## src/hw/tbc_pkg.sv

```systemverilog
package tbc_pkg;

   // ------------------------------------------------------------
   // register map (index; byte address is four times the index)
   // ------------------------------------------------------------
   localparam logic [5:0] TBC_IDX_CFG_ONE = 6'h10;
   localparam logic [5:0] TBC_IDX_CFG_TWO = 6'h11;
   localparam logic [5:0] TBC_IDX_CFG_THREE = 6'h1f;

   localparam logic [7:0] TBC_RST_CFG_ONE = 8'h00;
   localparam logic [7:0] TBC_RST_CFG_TWO = 8'h30;
   localparam logic [7:0] TBC_RST_CFG_THREE = 8'h00;

   // ------------------------------------------------------------
   // field positions
   // ------------------------------------------------------------
   localparam int TBC_B1_SRC = 7;
   localparam int TBC_B1_DISP = 5;
   localparam int TBC_B1_DUTY = 4;
   localparam int TBC_B1_DIV_HI = 3;
   localparam int TBC_B1_DIV_LO = 0;
   localparam int TBC_B2_FLAG = 7;
   localparam int TBC_B2_IE = 6;
   localparam int TBC_B2_RATE_HI = 5;
   localparam int TBC_B2_RATE_LO = 4;
   localparam int TBC_B2_FCLR = 3;
   localparam int TBC_B2_WDEN = 1;
   localparam int TBC_B2_KICK = 0;
   localparam int TBC_B3_CON = 6;
   localparam int TBC_B3_CIDLE = 5;
   localparam int TBC_B3_CPE = 4;
   localparam int TBC_B3_TSEL = 3;
   localparam int TBC_B3_TON = 2;
   localparam int TBC_B3_TIDLE = 1;
   localparam int TBC_B3_TPE = 0;

   // ------------------------------------------------------------
   // time base divider taps (bit n toggles at source / 2^(n+1))
   // ------------------------------------------------------------
   localparam int TBC_TB_WIDTH = 14;
   localparam logic [3:0] TBC_TAP_DISP_SUB_LO = 4'h5;
   localparam logic [3:0] TBC_TAP_DISP_SUB_HI = 4'h6;
   localparam logic [3:0] TBC_TAP_DISP_MAIN_LO = 4'hc;
   localparam logic [3:0] TBC_TAP_DISP_MAIN_HI = 4'hd;
   localparam logic [3:0] TBC_TAP_RATE_0 = 4'h6;
   localparam logic [3:0] TBC_TAP_RATE_1 = 4'hb;
   localparam logic [3:0] TBC_TAP_RATE_2 = 4'hc;
   localparam logic [3:0] TBC_TAP_RATE_3 = 4'hd;
   localparam logic [3:0] TBC_TAP_TONE_SUB_LO = 4'h2;
   localparam logic [3:0] TBC_TAP_TONE_SUB_HI = 4'h3;
   localparam logic [3:0] TBC_TAP_TONE_MAIN_LO = 4'h9;
   localparam logic [3:0] TBC_TAP_TONE_MAIN_HI = 4'ha;

   // ------------------------------------------------------------
   // carrier generator
   // ------------------------------------------------------------
   localparam int TBC_CAR_WIDTH = 11;
   localparam logic [10:0] TBC_CAR_BASE_2 = 11'h002;
   localparam logic [10:0] TBC_CAR_BASE_4 = 11'h004;
   localparam logic [10:0] TBC_CAR_BASE_6 = 11'h006;
   localparam logic [10:0] TBC_CAR_BASE_12 = 11'h00c;
   localparam logic [10:0] TBC_CAR_ONE = 11'h001;
   localparam logic [10:0] TBC_CAR_THIRD_OF_6 = 11'h002;

   // watchdog divider
   localparam logic [1:0] TBC_WD_LAST = 2'h3;

endpackage : tbc_pkg

```

## src/hw/tbc_car_if.sv

```systemverilog
interface tbc_car_if;
   logic duty_sel;
   logic next_sel;
   logic [2:0] step_sel;
   logic main_tick;
   logic carrier;

   modport gen (
      input duty_sel,
      input next_sel,
      input step_sel,
      input main_tick,
      output carrier
   );

   modport ctl (
      output duty_sel,
      output next_sel,
      output step_sel,
      output main_tick,
      input carrier
   );
endinterface : tbc_car_if

```

## src/hw/tbc_top.sv

```systemverilog
// Functional notes
// - source bit picks main or sub oscillator
// - display clock tap from source and select
// - duty bit gives 33/67 when next zero
// - low divider bits set carrier frequency
// - carrier series 1/4, 1/2, 1/12, 1/6 doubling
// - periodic flag set each interval expiry
// - time base divider untouched by reset
// - interrupt when flag and enable set
// - rate bits pick interval, reset to ones
// - rates divide by 128/4096/8192/16384
// - flag clear bit write-one, reads zero
// - watchdog enable writable once per reset
// - kick bit zeroes two-bit watchdog divider
// - divider overflow raises watchdog reset
// - carrier on routes carrier, else idle
// - carrier idle level from polarity bit
// - carrier pin enable claims shared pin
// - tone select picks buzzer divide ratio
// - tone on outputs buzzer, else idle
// - tone idle level while tone off
// - tone pin enable claims shared pin
// - unused bits ignore writes, read zero
module tbc_top
   import tbc_pkg::*;
(
   input wire logic core_clk,
   input wire logic rst,
   input wire logic main_osc_tick,
   input wire logic sub_osc_tick,
   input wire logic wb_cyc_i,
   input wire logic wb_stb_i,
   input wire logic wb_we_i,
   input wire logic [7:0] wb_adr_i,
   input wire logic [3:0] wb_sel_i,
   input wire logic [31:0] wb_dat_i,
   output logic [31:0] wb_dat_o,
   output logic wb_ack_o,
   output logic periodic_interrupt,
   output logic watchdog_reset,
   output logic display_clk,
   output logic carrier_pin_out,
   output logic carrier_pin_sel,
   output logic tone_pin_out,
   output logic tone_pin_oe_n,
   output logic tone_pin_sel
);

   // ------------------------------------------------------------
   // helpers
   // ------------------------------------------------------------
   function automatic logic tap(input logic [13:0] div, input logic [3:0] idx);
      tap = div[idx];
   endfunction : tap

   function automatic logic [3:0] pick(input logic s, input logic [3:0] lo,
                                       input logic [3:0] hi);
      pick = s ? hi : lo;
   endfunction : pick

   // ------------------------------------------------------------
   // state
   // ------------------------------------------------------------
   logic divider_source_sel_reg;
   logic display_clock_sel_reg;
   logic carrier_duty_sel_reg;
   logic [3:0] carrier_divider_sel_reg;
   logic periodic_flag_reg;
   logic periodic_irq_enable_reg;
   logic [1:0] periodic_rate_sel_reg;
   logic watchdog_enable_reg;
   logic watchdog_written_reg;
   logic [1:0] watchdog_div_reg;
   logic carrier_on_reg;
   logic carrier_idle_level_reg;
   logic carrier_pin_enable_reg;
   logic tone_sel_reg;
   logic tone_on_reg;
   logic tone_idle_level_reg;
   logic tone_pin_enable_reg;
   logic [13:0] tb_div_reg = '0;
   logic [13:0] tb_div_prev_reg;
   logic ack_reg;
   logic [31:0] rdata_reg;
   logic irq_reg;
   logic wd_fire_reg;
   logic disp_reg;
   logic car_out_reg;
   logic car_sel_reg;
   logic tone_out_reg;
   logic tone_oe_n_reg;
   logic tone_sel_pin_reg;

   logic sys_rst;
   logic tb_tick;
   logic rate_tap;
   logic periodic_event;
   logic [3:0] rate_idx;
   logic req;
   logic wr;
   logic [5:0] idx;
   logic wr_one;
   logic wr_two;
   logic wr_three;
   logic [7:0] wbyte;
   logic [7:0] rd_next;
   logic tone_clk;
   logic tone_level;

   tbc_car_if car_bus ();

   // internal resets include the watchdog timeout
   assign sys_rst = rst | wd_fire_reg;

   // ------------------------------------------------------------
   // bus decode
   // ------------------------------------------------------------
   assign req = wb_cyc_i & wb_stb_i;
   assign idx = wb_adr_i[7:2];
   assign wr = req & wb_we_i & ack_reg & wb_sel_i[0];
   assign wbyte = wb_dat_i[7:0];
   assign wr_one = wr & (idx == TBC_IDX_CFG_ONE);
   assign wr_two = wr & (idx == TBC_IDX_CFG_TWO);
   assign wr_three = wr & (idx == TBC_IDX_CFG_THREE);

   always_comb begin
      rd_next = '0;
      case (idx)
         TBC_IDX_CFG_ONE: begin
            rd_next[TBC_B1_SRC] = divider_source_sel_reg;
            rd_next[TBC_B1_DISP] = display_clock_sel_reg;
            rd_next[TBC_B1_DUTY] = carrier_duty_sel_reg;
            rd_next[TBC_B1_DIV_HI:TBC_B1_DIV_LO] = carrier_divider_sel_reg;
         end
         TBC_IDX_CFG_TWO: begin
            rd_next[TBC_B2_FLAG] = periodic_flag_reg;
            rd_next[TBC_B2_IE] = periodic_irq_enable_reg;
            rd_next[TBC_B2_RATE_HI:TBC_B2_RATE_LO] = periodic_rate_sel_reg;
            rd_next[TBC_B2_WDEN] = watchdog_enable_reg;
         end
         TBC_IDX_CFG_THREE: begin
            rd_next[TBC_B3_CON] = carrier_on_reg;
            rd_next[TBC_B3_CIDLE] = carrier_idle_level_reg;
            rd_next[TBC_B3_CPE] = carrier_pin_enable_reg;
            rd_next[TBC_B3_TSEL] = tone_sel_reg;
            rd_next[TBC_B3_TON] = tone_on_reg;
            rd_next[TBC_B3_TIDLE] = tone_idle_level_reg;
            rd_next[TBC_B3_TPE] = tone_pin_enable_reg;
         end
         default: rd_next = '0;
      endcase
   end

   // ------------------------------------------------------------
   // bus answer
   // ------------------------------------------------------------
   always_ff @(posedge core_clk) begin
      if (rst) begin
         ack_reg <= 1'b0;
         rdata_reg <= '0;
      end else begin
         ack_reg <= req & ~ack_reg;
         rdata_reg <= {24'h00_0000, rd_next};
      end
   end

   // ------------------------------------------------------------
   // first control register
   // ------------------------------------------------------------
   always_ff @(posedge core_clk) begin
      if (sys_rst) begin
         divider_source_sel_reg <= TBC_RST_CFG_ONE[TBC_B1_SRC];
         display_clock_sel_reg <= TBC_RST_CFG_ONE[TBC_B1_DISP];
         carrier_duty_sel_reg <= TBC_RST_CFG_ONE[TBC_B1_DUTY];
         carrier_divider_sel_reg <= TBC_RST_CFG_ONE[TBC_B1_DIV_HI:TBC_B1_DIV_LO];
      end else if (wr_one) begin
         divider_source_sel_reg <= wbyte[TBC_B1_SRC];
         display_clock_sel_reg <= wbyte[TBC_B1_DISP];
         carrier_duty_sel_reg <= wbyte[TBC_B1_DUTY];
         carrier_divider_sel_reg <= wbyte[TBC_B1_DIV_HI:TBC_B1_DIV_LO];
      end
   end

   // ------------------------------------------------------------
   // third control register
   // ------------------------------------------------------------
   always_ff @(posedge core_clk) begin
      if (sys_rst) begin
         carrier_on_reg <= TBC_RST_CFG_THREE[TBC_B3_CON];
         carrier_idle_level_reg <= TBC_RST_CFG_THREE[TBC_B3_CIDLE];
         carrier_pin_enable_reg <= TBC_RST_CFG_THREE[TBC_B3_CPE];
         tone_sel_reg <= TBC_RST_CFG_THREE[TBC_B3_TSEL];
         tone_on_reg <= TBC_RST_CFG_THREE[TBC_B3_TON];
         tone_idle_level_reg <= TBC_RST_CFG_THREE[TBC_B3_TIDLE];
         tone_pin_enable_reg <= TBC_RST_CFG_THREE[TBC_B3_TPE];
      end else if (wr_three) begin
         carrier_on_reg <= wbyte[TBC_B3_CON];
         carrier_idle_level_reg <= wbyte[TBC_B3_CIDLE];
         carrier_pin_enable_reg <= wbyte[TBC_B3_CPE];
         tone_sel_reg <= wbyte[TBC_B3_TSEL];
         tone_on_reg <= wbyte[TBC_B3_TON];
         tone_idle_level_reg <= wbyte[TBC_B3_TIDLE];
         tone_pin_enable_reg <= wbyte[TBC_B3_TPE];
      end
   end

   // ------------------------------------------------------------
   // second control register: enable and rate
   // ------------------------------------------------------------
   always_ff @(posedge core_clk) begin
      if (sys_rst) begin
         periodic_irq_enable_reg <= TBC_RST_CFG_TWO[TBC_B2_IE];
         periodic_rate_sel_reg <= TBC_RST_CFG_TWO[TBC_B2_RATE_HI:TBC_B2_RATE_LO];
      end else if (wr_two) begin
         periodic_irq_enable_reg <= wbyte[TBC_B2_IE];
         periodic_rate_sel_reg <= wbyte[TBC_B2_RATE_HI:TBC_B2_RATE_LO];
      end
   end

   // ------------------------------------------------------------
   // time base divider, never reset
   // ------------------------------------------------------------
   assign tb_tick = divider_source_sel_reg ? main_osc_tick : sub_osc_tick;

   always_ff @(posedge core_clk) begin
      if (tb_tick) begin
         tb_div_reg <= tb_div_reg + 14'h0001;
      end
   end

   // ------------------------------------------------------------
   // periodic flag
   // ------------------------------------------------------------
   always_comb begin
      case (periodic_rate_sel_reg)
         2'b00: rate_idx = TBC_TAP_RATE_0;
         2'b01: rate_idx = TBC_TAP_RATE_1;
         2'b10: rate_idx = TBC_TAP_RATE_2;
         default: rate_idx = TBC_TAP_RATE_3;
      endcase
   end

   assign rate_tap = tap(tb_div_reg, rate_idx);
   assign periodic_event = tap(tb_div_prev_reg, rate_idx) & ~rate_tap;

   always_ff @(posedge core_clk) begin
      tb_div_prev_reg <= tb_div_reg;
   end

   always_ff @(posedge core_clk) begin
      if (sys_rst) begin
         periodic_flag_reg <= TBC_RST_CFG_TWO[TBC_B2_FLAG];
      end else if (periodic_event) begin
         periodic_flag_reg <= 1'b1;
      end else if (wr_two && wbyte[TBC_B2_FCLR]) begin
         periodic_flag_reg <= 1'b0;
      end
   end

   always_ff @(posedge core_clk) begin
      if (sys_rst) begin
         irq_reg <= 1'b0;
      end else begin
         irq_reg <= periodic_flag_reg & periodic_irq_enable_reg;
      end
   end

   // ------------------------------------------------------------
   // watchdog
   // ------------------------------------------------------------
   always_ff @(posedge core_clk) begin
      if (sys_rst) begin
         watchdog_enable_reg <= TBC_RST_CFG_TWO[TBC_B2_WDEN];
         watchdog_written_reg <= 1'b0;
      end else if (wr_two && !watchdog_written_reg) begin
         watchdog_enable_reg <= wbyte[TBC_B2_WDEN];
         watchdog_written_reg <= 1'b1;
      end
   end

   always_ff @(posedge core_clk) begin
      if (sys_rst) begin
         watchdog_div_reg <= '0;
      end else if (wr_two && wbyte[TBC_B2_KICK]) begin
         watchdog_div_reg <= '0;
      end else if (periodic_event) begin
         watchdog_div_reg <= watchdog_div_reg + 2'h1;
      end
   end

   always_ff @(posedge core_clk) begin
      if (sys_rst) begin
         wd_fire_reg <= 1'b0;
      end else begin
         wd_fire_reg <= periodic_event & watchdog_enable_reg
                        & (watchdog_div_reg == TBC_WD_LAST)
                        & ~(wr_two & wbyte[TBC_B2_KICK]);
      end
   end

   // ------------------------------------------------------------
   // display clock
   // ------------------------------------------------------------
   always_ff @(posedge core_clk) begin
      if (divider_source_sel_reg) begin
         disp_reg <= tap(tb_div_reg, pick(display_clock_sel_reg,
            TBC_TAP_DISP_MAIN_LO, TBC_TAP_DISP_MAIN_HI));
      end else begin
         disp_reg <= tap(tb_div_reg, pick(display_clock_sel_reg,
            TBC_TAP_DISP_SUB_LO, TBC_TAP_DISP_SUB_HI));
      end
   end

   // ------------------------------------------------------------
   // carrier generator
   // ------------------------------------------------------------
   assign car_bus.duty_sel = carrier_duty_sel_reg;
   assign car_bus.next_sel = carrier_divider_sel_reg[3];
   assign car_bus.step_sel = carrier_divider_sel_reg[2:0];
   assign car_bus.main_tick = main_osc_tick;

   tbc_carrier u_carrier (
      .core_clk(core_clk),
      .rst(sys_rst),
      .car(car_bus.gen)
   );

   always_ff @(posedge core_clk) begin
      if (sys_rst) begin
         car_out_reg <= 1'b0;
         car_sel_reg <= 1'b0;
      end else begin
         car_sel_reg <= carrier_pin_enable_reg;
         if (carrier_on_reg) begin
            car_out_reg <= car_bus.carrier;
         end else begin
            car_out_reg <= carrier_idle_level_reg;
         end
      end
   end

   // ------------------------------------------------------------
   // buzzer tone, open drain
   // ------------------------------------------------------------
   assign tone_clk = divider_source_sel_reg
      ? tap(tb_div_reg, pick(tone_sel_reg, TBC_TAP_TONE_MAIN_LO, TBC_TAP_TONE_MAIN_HI))
      : tap(tb_div_reg, pick(tone_sel_reg, TBC_TAP_TONE_SUB_LO, TBC_TAP_TONE_SUB_HI));
   assign tone_level = tone_on_reg ? tone_clk : tone_idle_level_reg;

   always_ff @(posedge core_clk) begin
      if (sys_rst) begin
         tone_oe_n_reg <= 1'b1;
         tone_sel_pin_reg <= 1'b0;
         tone_out_reg <= 1'b0;
      end else begin
         tone_sel_pin_reg <= tone_pin_enable_reg;
         tone_out_reg <= 1'b0;
         tone_oe_n_reg <= ~(tone_pin_enable_reg & ~tone_level);
      end
   end

   // ------------------------------------------------------------
   // outputs
   // ------------------------------------------------------------
   assign wb_dat_o = rdata_reg;
   assign wb_ack_o = ack_reg;
   assign periodic_interrupt = irq_reg;
   assign watchdog_reset = wd_fire_reg;
   assign display_clk = disp_reg;
   assign carrier_pin_out = car_out_reg;
   assign carrier_pin_sel = car_sel_reg;
   assign tone_pin_out = tone_out_reg;
   assign tone_pin_oe_n = tone_oe_n_reg;
   assign tone_pin_sel = tone_sel_pin_reg;

endmodule : tbc_top

```

## src/hw/tbc_carrier.sv

```systemverilog
module tbc_carrier
   import tbc_pkg::*;
(
   input wire logic core_clk,
   input wire logic rst,
   tbc_car_if.gen car
);

   logic [10:0] cnt_reg;
   logic [10:0] base;
   logic [10:0] period;
   logic [10:0] high_len;

   // ------------------------------------------------------------
   // period and high time
   // ------------------------------------------------------------
   always_comb begin
      case ({car.duty_sel, car.next_sel})
         2'b01: base = TBC_CAR_BASE_4;
         2'b11: base = TBC_CAR_BASE_2;
         2'b00: base = TBC_CAR_BASE_12;
         default: base = TBC_CAR_BASE_6;
      endcase
      period = base << car.step_sel;
      if (car.duty_sel && !car.next_sel) begin
         high_len = TBC_CAR_THIRD_OF_6 << car.step_sel;
      end else begin
         high_len = period >> 1;
      end
   end

   // ------------------------------------------------------------
   // counter and output
   // ------------------------------------------------------------
   always_ff @(posedge core_clk) begin
      if (rst) begin
         cnt_reg <= '0;
      end else if (car.main_tick) begin
         if (cnt_reg >= period - TBC_CAR_ONE) begin
            cnt_reg <= '0;
         end else begin
            cnt_reg <= cnt_reg + TBC_CAR_ONE;
         end
      end
   end

   assign car.carrier = (cnt_reg < high_len);

endmodule : tbc_carrier

```

## config.mk

```make
export PLATFORM = sky130hd
export DESIGN_NAME = tbc_top
export DESIGN_NICKNAME = d
export VERILOG_FILES = /design/src/hw/tbc_pkg.sv /design/src/hw/tbc_car_if.sv /design/src/hw/tbc_top.sv /design/src/hw/tbc_carrier.sv
export SDC_FILE = /design/constraint.sdc
export NUM_CORES = 1
export LEC_CHECK = 0
export BUFFER_PORTS_ARGS = -buffer_cell sky130_fd_sc_hd__buf_2
export CAP_MARGIN = 20
export CORE_MARGIN = 2
export CORE_UTILIZATION = 48
export CTS_CLUSTER_DIAMETER = 60
export DETAILED_ROUTE_END_ITERATION = 7
export HOLD_SLACK_MARGIN = 0.1
export PLACE_DENSITY_LB_ADDON = 0.15
export SETUP_SLACK_MARGIN = 0.2
export SLEW_MARGIN = 25
export SYNTH_ARGS = -nofsm -noshare
export SYNTH_HDL_FRONTEND = slang
export SYNTH_SLANG_ARGS = --single-unit
export TNS_END_PERCENT = 20
```

## constraint.sdc

```tcl
create_clock -name core_clk -period 3.6 [get_ports core_clk]
set_clock_uncertainty 0.2 [all_clocks]
set_input_delay 0.18 -clock core_clk [delete_from_list [all_inputs] [get_ports core_clk]]
set_output_delay 0.18 -clock core_clk [all_outputs]
set_load 0.01 [all_outputs]
```

==> results of run 1 <==
==> final cells by class <==
cell class | count | area [um^2]
timing repair buffer | 65 | 440
fill | 650 | 3050
clock buffer | 9 | 124
multi-input combinational | 319 | 2040
clock inverter | 7 | 53.8
inverter | 7 | 26.3
sequential | 67 | 1480
tap | 99 | 124
==> power by group <==
group	switching [W]	internal, W	leakage, nW	total (W)
registers	0.0000190	0.000790	0.567	0.000809
logic	0.0000543	0.0000459	1.08	0.000100
clock network	0.000315	0.000253	0.0818	0.000568
total	0.000389	0.00109	1.73	0.00148
==> path summary, 6_finish.rpt <==
check	from	endpoint	slack, ns
worst min register to register	tb_div_reg[13]$_DFFE_PP_	tb_div_prev_reg[13]$_DFF_P_	0.24
worst max-delay path	car_bus.duty_sel$_SDFFE_PP0P_	u_carrier.cnt_reg[3]$_SDFFE_PP0P_	0.33
worst max register to register	car_bus.duty_sel$_SDFFE_PP0P_	u_carrier.cnt_reg[3]$_SDFFE_PP0P_	0.33
worst min-delay path	wb_sel_i[0]	tone_idle_level_reg$_SDFFE_PP0P_	0.20
==> metal layers <==
layer / wire length (um) / up-vias / share of wire, % / track usage, %
met4: 96 / 0 / 1.2 / 6.82
met3: 520 / 11 / 6.3 / 4.81
met5: 0 / - / 0 / 0
met2: 3860 / 119 / 47 / 31.6
li1: - / 1519 / - / -
met1: 3780 / 1434 / 46 / 26.8
==> cells by family (layout without fill, tap and decap cells) <==
logic type | after synthesis | after routing | synth area share [%]
and+or+nand+nor | 166 | 166 | 21.9
AOI/OAI and AO/OA | 68 | 68 | 11.9
DFF | 67 | 67 | 40.3
buffers and inverters | 50 | 88 | 7.90
xor gates and xnor gates | 24 | 24 | 5.72
adders and majority gates | 23 | 23 | 7.83
muxes | 13 | 13 | 4.26
other | 1 | 25 | 0.102
==> per-stage QoR <==
step           setup slack [ns]  instance area, um^2
3_3_place_gp              0.223                 3880
5_1_grt                   0.193                 4290
6_report                  0.330                 4290
3_5_place_dp              0.134                 3880
2_1_floorplan             0.226                 3770
4_1_cts                   0.206                 4260
==> critical path, stage by stage, from the launching register on <==
cell	delay, ns
dfxtp_1	0.44
buf_4	0.22
nand2_1	0.12
nand2_1	0.12
o21ai_0	0.16
or3_1	0.35
o21a_1	0.14
ha_1	0.30
nand4_1	0.19
a2111oi_4	0.43
a2111oi_4	0.13
o21ai_2	0.15
buf_4	0.16
nor2_1	0.05
==> what timing repair did <==
item / 4_1_cts / 5_1_grt
hold buffers: 18 / 0
endpoints found under the setup margin: 9 / 11
pin swaps: 1 / 1
gates resized for setup: 2 / 4
setup buffers: 1 / 0
hold endpoints to repair: 35 / 0
==> placed cells by master (no fill, tap or decap), types with 2 or more instances in the layout <==
| cell | Yosys | layout |
|---|---|---|
| a2111oi_4 | 0 | 2 |
| a21o_1 | 2 | 2 |
| a21oi_1 | 27 | 27 |
| a222oi_1 | 3 | 3 |
| a22oi_1 | 5 | 5 |
| a32oi_1 | 2 | 2 |
| and2_1 | 5 | 5 |
| and3_1 | 9 | 9 |
| buf_2 | 4 | 37 |
| buf_4 | 26 | 10 |
| clkbuf_8 | 0 | 9 |
| clkinv_4 | 0 | 2 |
| clkinvlp_4 | 0 | 3 |
| conb_1 | 1 | 25 |
| dfxtp_1 | 53 | 53 |
| dlygate4sd3_1 | 0 | 18 |
| edfxtp_1 | 14 | 14 |
| ha_1 | 23 | 22 |
| inv_1 | 7 | 7 |
| mux2i_1 | 10 | 10 |
| mux4_2 | 2 | 2 |
| nand2_1 | 41 | 41 |
| nand2b_1 | 10 | 10 |
| nand3_1 | 23 | 23 |
| nand3b_1 | 5 | 5 |
| nand4_1 | 5 | 5 |
| nor2_1 | 47 | 47 |
| nor2b_1 | 3 | 3 |
| nor3_1 | 6 | 6 |
| o211ai_1 | 2 | 2 |
| o21ai_0 | 13 | 12 |
| o21ai_1 | 1 | 2 |
| o31ai_1 | 2 | 2 |
| or3_1 | 4 | 4 |
| xnor2_1 | 13 | 13 |
| xor2_1 | 11 | 11 |
==> impl_metrics.yaml, run 1 <==
critical_path:
  critPathCaptureType: "flop"
  start_kind: "flop"
  required_ns: 3.63
  path_max_fanout: 11
  r2r_cells: 13
  arrival_ns: 3.30
  worstSetupPathType: "flop to flop"
route:
  drt_iter0_drc: 199
  drcViolationCount: 0
  drt-vias-per-instance: 5.38
  final_antenna_net_count: 0
  wl_mm: 8.25
  routedWlPerCell_um: 14.4
  vias: 3083
  dr.pass1.iters: 5
sta:
  grt_setup_unrepaired: "no"
  hold_violations: 0
  slew_viol_final: 0
  post-route-period-util_pct: 90.8
  fin_setup_tns_ns: 0
  min_period_ns: 3.27
  holdWs_ns: 0.196
  setup_viol: 0
  max_freq_ghz: 0.306
clocking:
  cts_tree: "yes"
  clock_latency_ns: 0.35
  root_buffer: "clkbuf_8"
  clock-sinks: 67
  cts-htree-levels: 3
  clkSlewWorstSetupHoldPaths_ns: 0.08
  clk_path_buf_depth: 2
  numCtsBuffers: 9
die:
  rows: 31
  coreArea_um2: 7330
  initial_core_util_pct: 50.1
  dieArea_um2: 8370
  die_y_um: 91.5
  die_w_um: 91.5
  ios: 92
synthesis:
  synth-seq-cells: 67
  yosys.area.top_type_share_pct: 28.9
  yosysMostFrequentCell: "dfxtp_1"
  synth-main-ff-cell: "dfxtp_1"
  synthArstFlopShare_pct: 0
  synth_warnings: 0
  synth_edf_count: 14
  yosysTopAreaCell: "dfxtp_1"
  syn_area_per_cell_um2: 8.92
  synthCells: 412
  synth.area.top_cells: "dfxtp_1 (29%), edfxtp_1 (11%), ha_1 (7.8%)"
  syn_area_um2: 3670
  synth_cell_type_count: 51
  ys_seq_area_share_pct: 40.3
  synthTopCellsByCount: "dfxtp_1 (53), nor2_1 (47), nand2_1 (41), a21oi_1 (27), buf_4 (26)"
layout:
  area_growth_pct: 16.7
  largest_reg_flops: 14
  nets: 543
  diodes: 0
  drive_above_1_share_pct: 15.2
  final_util_pct: 58.5
  final_cells: 573
place:
  place_inst: 538
  portBuffers: 37
  place_hpwl_mm: 5.71
  globalplace.congestion: 0.826
global_route:
  grtUsageTotal_pct: 20.0
  grt_max_degree: 24
  grt_antenna_before_repair: 0
  grt_overflow_total: 0
  grt_pass1_vias: 2878
  grt_first_pass_wirelength_mm: 13.4
min_path:
  hold_depth: 6
  hold_path_class: "primary input to flop"
job:
  cap_violations: 0
power_and_ir_drop:
  powerDensity_nw_per_um2: 345
  irDropWorstVdd_mv: 0.277
  power_w: 0.00148
  p_leak_nw: 1.73
status:
  outcome: "finished, final reports clean"
No activity file was read; power rests on OpenSTA's default activity.
==> run 2: changes to the inputs <==
--- a/config.mk
+++ b/config.mk
@@ -5,7 +5,7 @@
 export SDC_FILE = /design/constraint.sdc
 export NUM_CORES = 1
 export LEC_CHECK = 0
-export BUFFER_PORTS_ARGS = -buffer_cell sky130_fd_sc_hd__buf_2
+export BUFFER_PORTS_ARGS = -buffer_cell sky130_fd_sc_hd__clkbuf_2
 export CAP_MARGIN = 20
 export CORE_MARGIN = 2
 export CORE_UTILIZATION = 48
==> impl_metrics.yaml, run 2 (same netlist as run 1, synthesis figures left out) <==
layout:
  nets: 542
  final_cell_mix: "dfxtp_1 (51), nor2_1 (47), nand2_1 (41)"
  drive_above_1_share_pct: 15.4
  diodes: 0
  area_growth_pct: 18.0
  multi_input_area_um2: 2040
  nFillCells: 653
  final_common_cell: "dfxtp_1"
  largest_reg_flops: 14
  register_area_um2: 1480
clocking:
  root_buffer: "clkbuf_8"
  clock-sinks: 67
  cts-htree-levels: 3
  cts_tree: "yes"
  numCtsBuffers: 9
  clk_path_buf_depth: 2
  clkSlewWorstSetupHoldPaths_ns: 0.08
  clock_latency_ns: 0.34
critical_path:
  critPathCaptureType: "flop"
  required_ns: 3.67
  r2r_cells: 14
  crit_chain: "nand2b_1, nand2b_1, ha_4, nand2_1, o21ai_0, a32o_1, nor3_1, ha_1, nand2_1, o21ai_0, a2111oi_4, o21ai_2, buf_4, nor2_1"
  critPathTopFamily: "compound AO/OA/AOI/OAI gates"
  rr_endpoint: "u_carrier.cnt_reg[4]$_SDFFE_PP0P_"
  path_buf_inv: 1
  critPathMaxStageDelay_ns: 0.42
  start_kind: "flop"
  startpoint: "carrier_divider_sel_reg[0]$_SDFFE_PP0P_"
  path_depth: 14
  reg2reg_slack_ns: 0.45
  worstSetupPathType: "flop to flop"
  arrival_ns: 3.22
  worst_path_max_delay_cell: "a2111oi_4"
  worstSetupEndpoint: "u_carrier.cnt_reg[4]$_SDFFE_PP0P_"
  worstReg2RegStart: "carrier_divider_sel_reg[0]$_SDFFE_PP0P_"
  path_max_fanout: 8
route:
  drcViolationCount: 0
  drt_iter0_drc: 159
  wl_met1_mm: 3.86
  dr.pass1.iters: 4
  final_antenna_net_count: 0
  drt-vias-per-instance: 5.25
  dr.max_layer_used: "met4"
  routedWlPerCell_um: 14.1
  wl_mm: 8.05
  vias: 3004
  dr_wl_met2_mm: 3.73
  met3WireLength_um: 313
die:
  initial_core_util_pct: 50.1
  dieArea_um2: 8370
  die_y_um: 91.5
  ios: 92
  rows: 31
  coreArea_um2: 7330
  die_w_um: 91.5
sta:
  hold_violations: 0
  grt_setup_unrepaired: "no"
  fin_ws_ns: 0.453
  fin_setup_tns_ns: 0
  min_period_ns: 3.15
  slew_headroom_pct: 64.8
  worst_pin_slew_ns: 0.526
  slew_viol_final: 0
  setup_viol: 0
  post-route-period-util_pct: 87.4
  max_freq_ghz: 0.318
place:
  place_hpwl_mm: 5.75
  globalplace.congestion: 0.827
  dp_slack_ns: 0.135
  portBuffers: 37
status:
  outcome: "finished, final reports clean"
global_route:
  grt_pass1_vias: 2853
  grtUsageTotal_pct: 20.2
  grt_overflow_total: 0
  grt_first_pass_wirelength_mm: 13.4
  grt_antenna_before_repair: 0
  grt_max_degree: 24
job:
  cap_violations: 0
min_path:
  hold_path_class: "primary input to flop"
power_and_ir_drop:
  p_leak_nw: 1.76
  irDropWorstVdd_mv: 0.211
  powerDensity_nw_per_um2: 378
-- run 2: area by class of cell --
type | instances | share of cell area, %
multi-input cells | 319 | 47.0
repair buffers | 64 | 9.93
well taps | 99 | 2.86
inverters | 7 | 0.606
clock inverters | 5 | 1.90
flip-flops and latches | 67 | 34.2
clock buffers | 11 | 3.52
-- run 2: metrics by stage --
stage                     total power, W  area [um^2]  utilization (%)  instances  hold slack [ns]
after global placement          0.000907         3880             52.9        538            0.220
final                            0.00164         4340             59.1        572            0.191
after floorplan                 0.000899         3770                -        436            0.103
after detailed placement        0.000910         3880             52.9        538            0.223
after global routing             0.00170         4340             59.1        572            0.229
after CTS                        0.00166         4310             58.8        572            0.162
-- run 2: layer usage --
layer	vias to the layer above	global-route usage [%]
met4	0	9.09
li1	1516	-
met2	64	31.5
met3	11	3.82
met1	1413	27.2
met5	-	0
-- run 2: tightest hold or removal path, stage by stage --
cell	delay, ns
clkbuf_2	0.08
nand2_1	0.07
nor2_1	0.05
buf_4	0.17
nand3_1	0.09
a21oi_1	0.05
-- run 2: worst min-delay path by stage --
stage | startpoint | endpoint | slack, ns | cells past startpoint
after floorplan | wb_dat_i[5] | periodic_rate_sel_reg[1]$_SDFFE_PP1P_ | 0.10 | 2
after global placement | wb_stb_i | wb_ack_o$_SDFF_PP0_ | 0.22 | 3
after detailed placement | wb_stb_i | wb_ack_o$_SDFF_PP0_ | 0.22 | 3
after CTS | wb_cyc_i | tone_idle_level_reg$_SDFFE_PP0P_ | 0.16 | 6
after global routing | wb_we_i | carrier_pin_enable_reg$_SDFFE_PP0P_ | 0.23 | 6
final | wb_cyc_i | tone_idle_level_reg$_SDFFE_PP0P_ | 0.19 | 6
-- run 2: what timing repair did --
| action | 4_1_cts | 5_1_grt |
|---|---|---|
| endpoints found under the setup margin | 8 | 11 |
| hold buffers | 17 | 0 |
| resized for setup | 2 | 5 |
| setup buffers | 1 | 0 |
| pin swaps | 2 | 1 |
| endpoints found under the hold margin | 35 | 0 |
-- run 2: report_power, final --
group | internal, W | switching, W | total (W)
Sequential | 0.000790 | 0.0000189 | 0.000809
Combinational | 0.0000456 | 0.0000545 | 0.000100
Clock | 0.000435 | 0.000296 | 0.000731
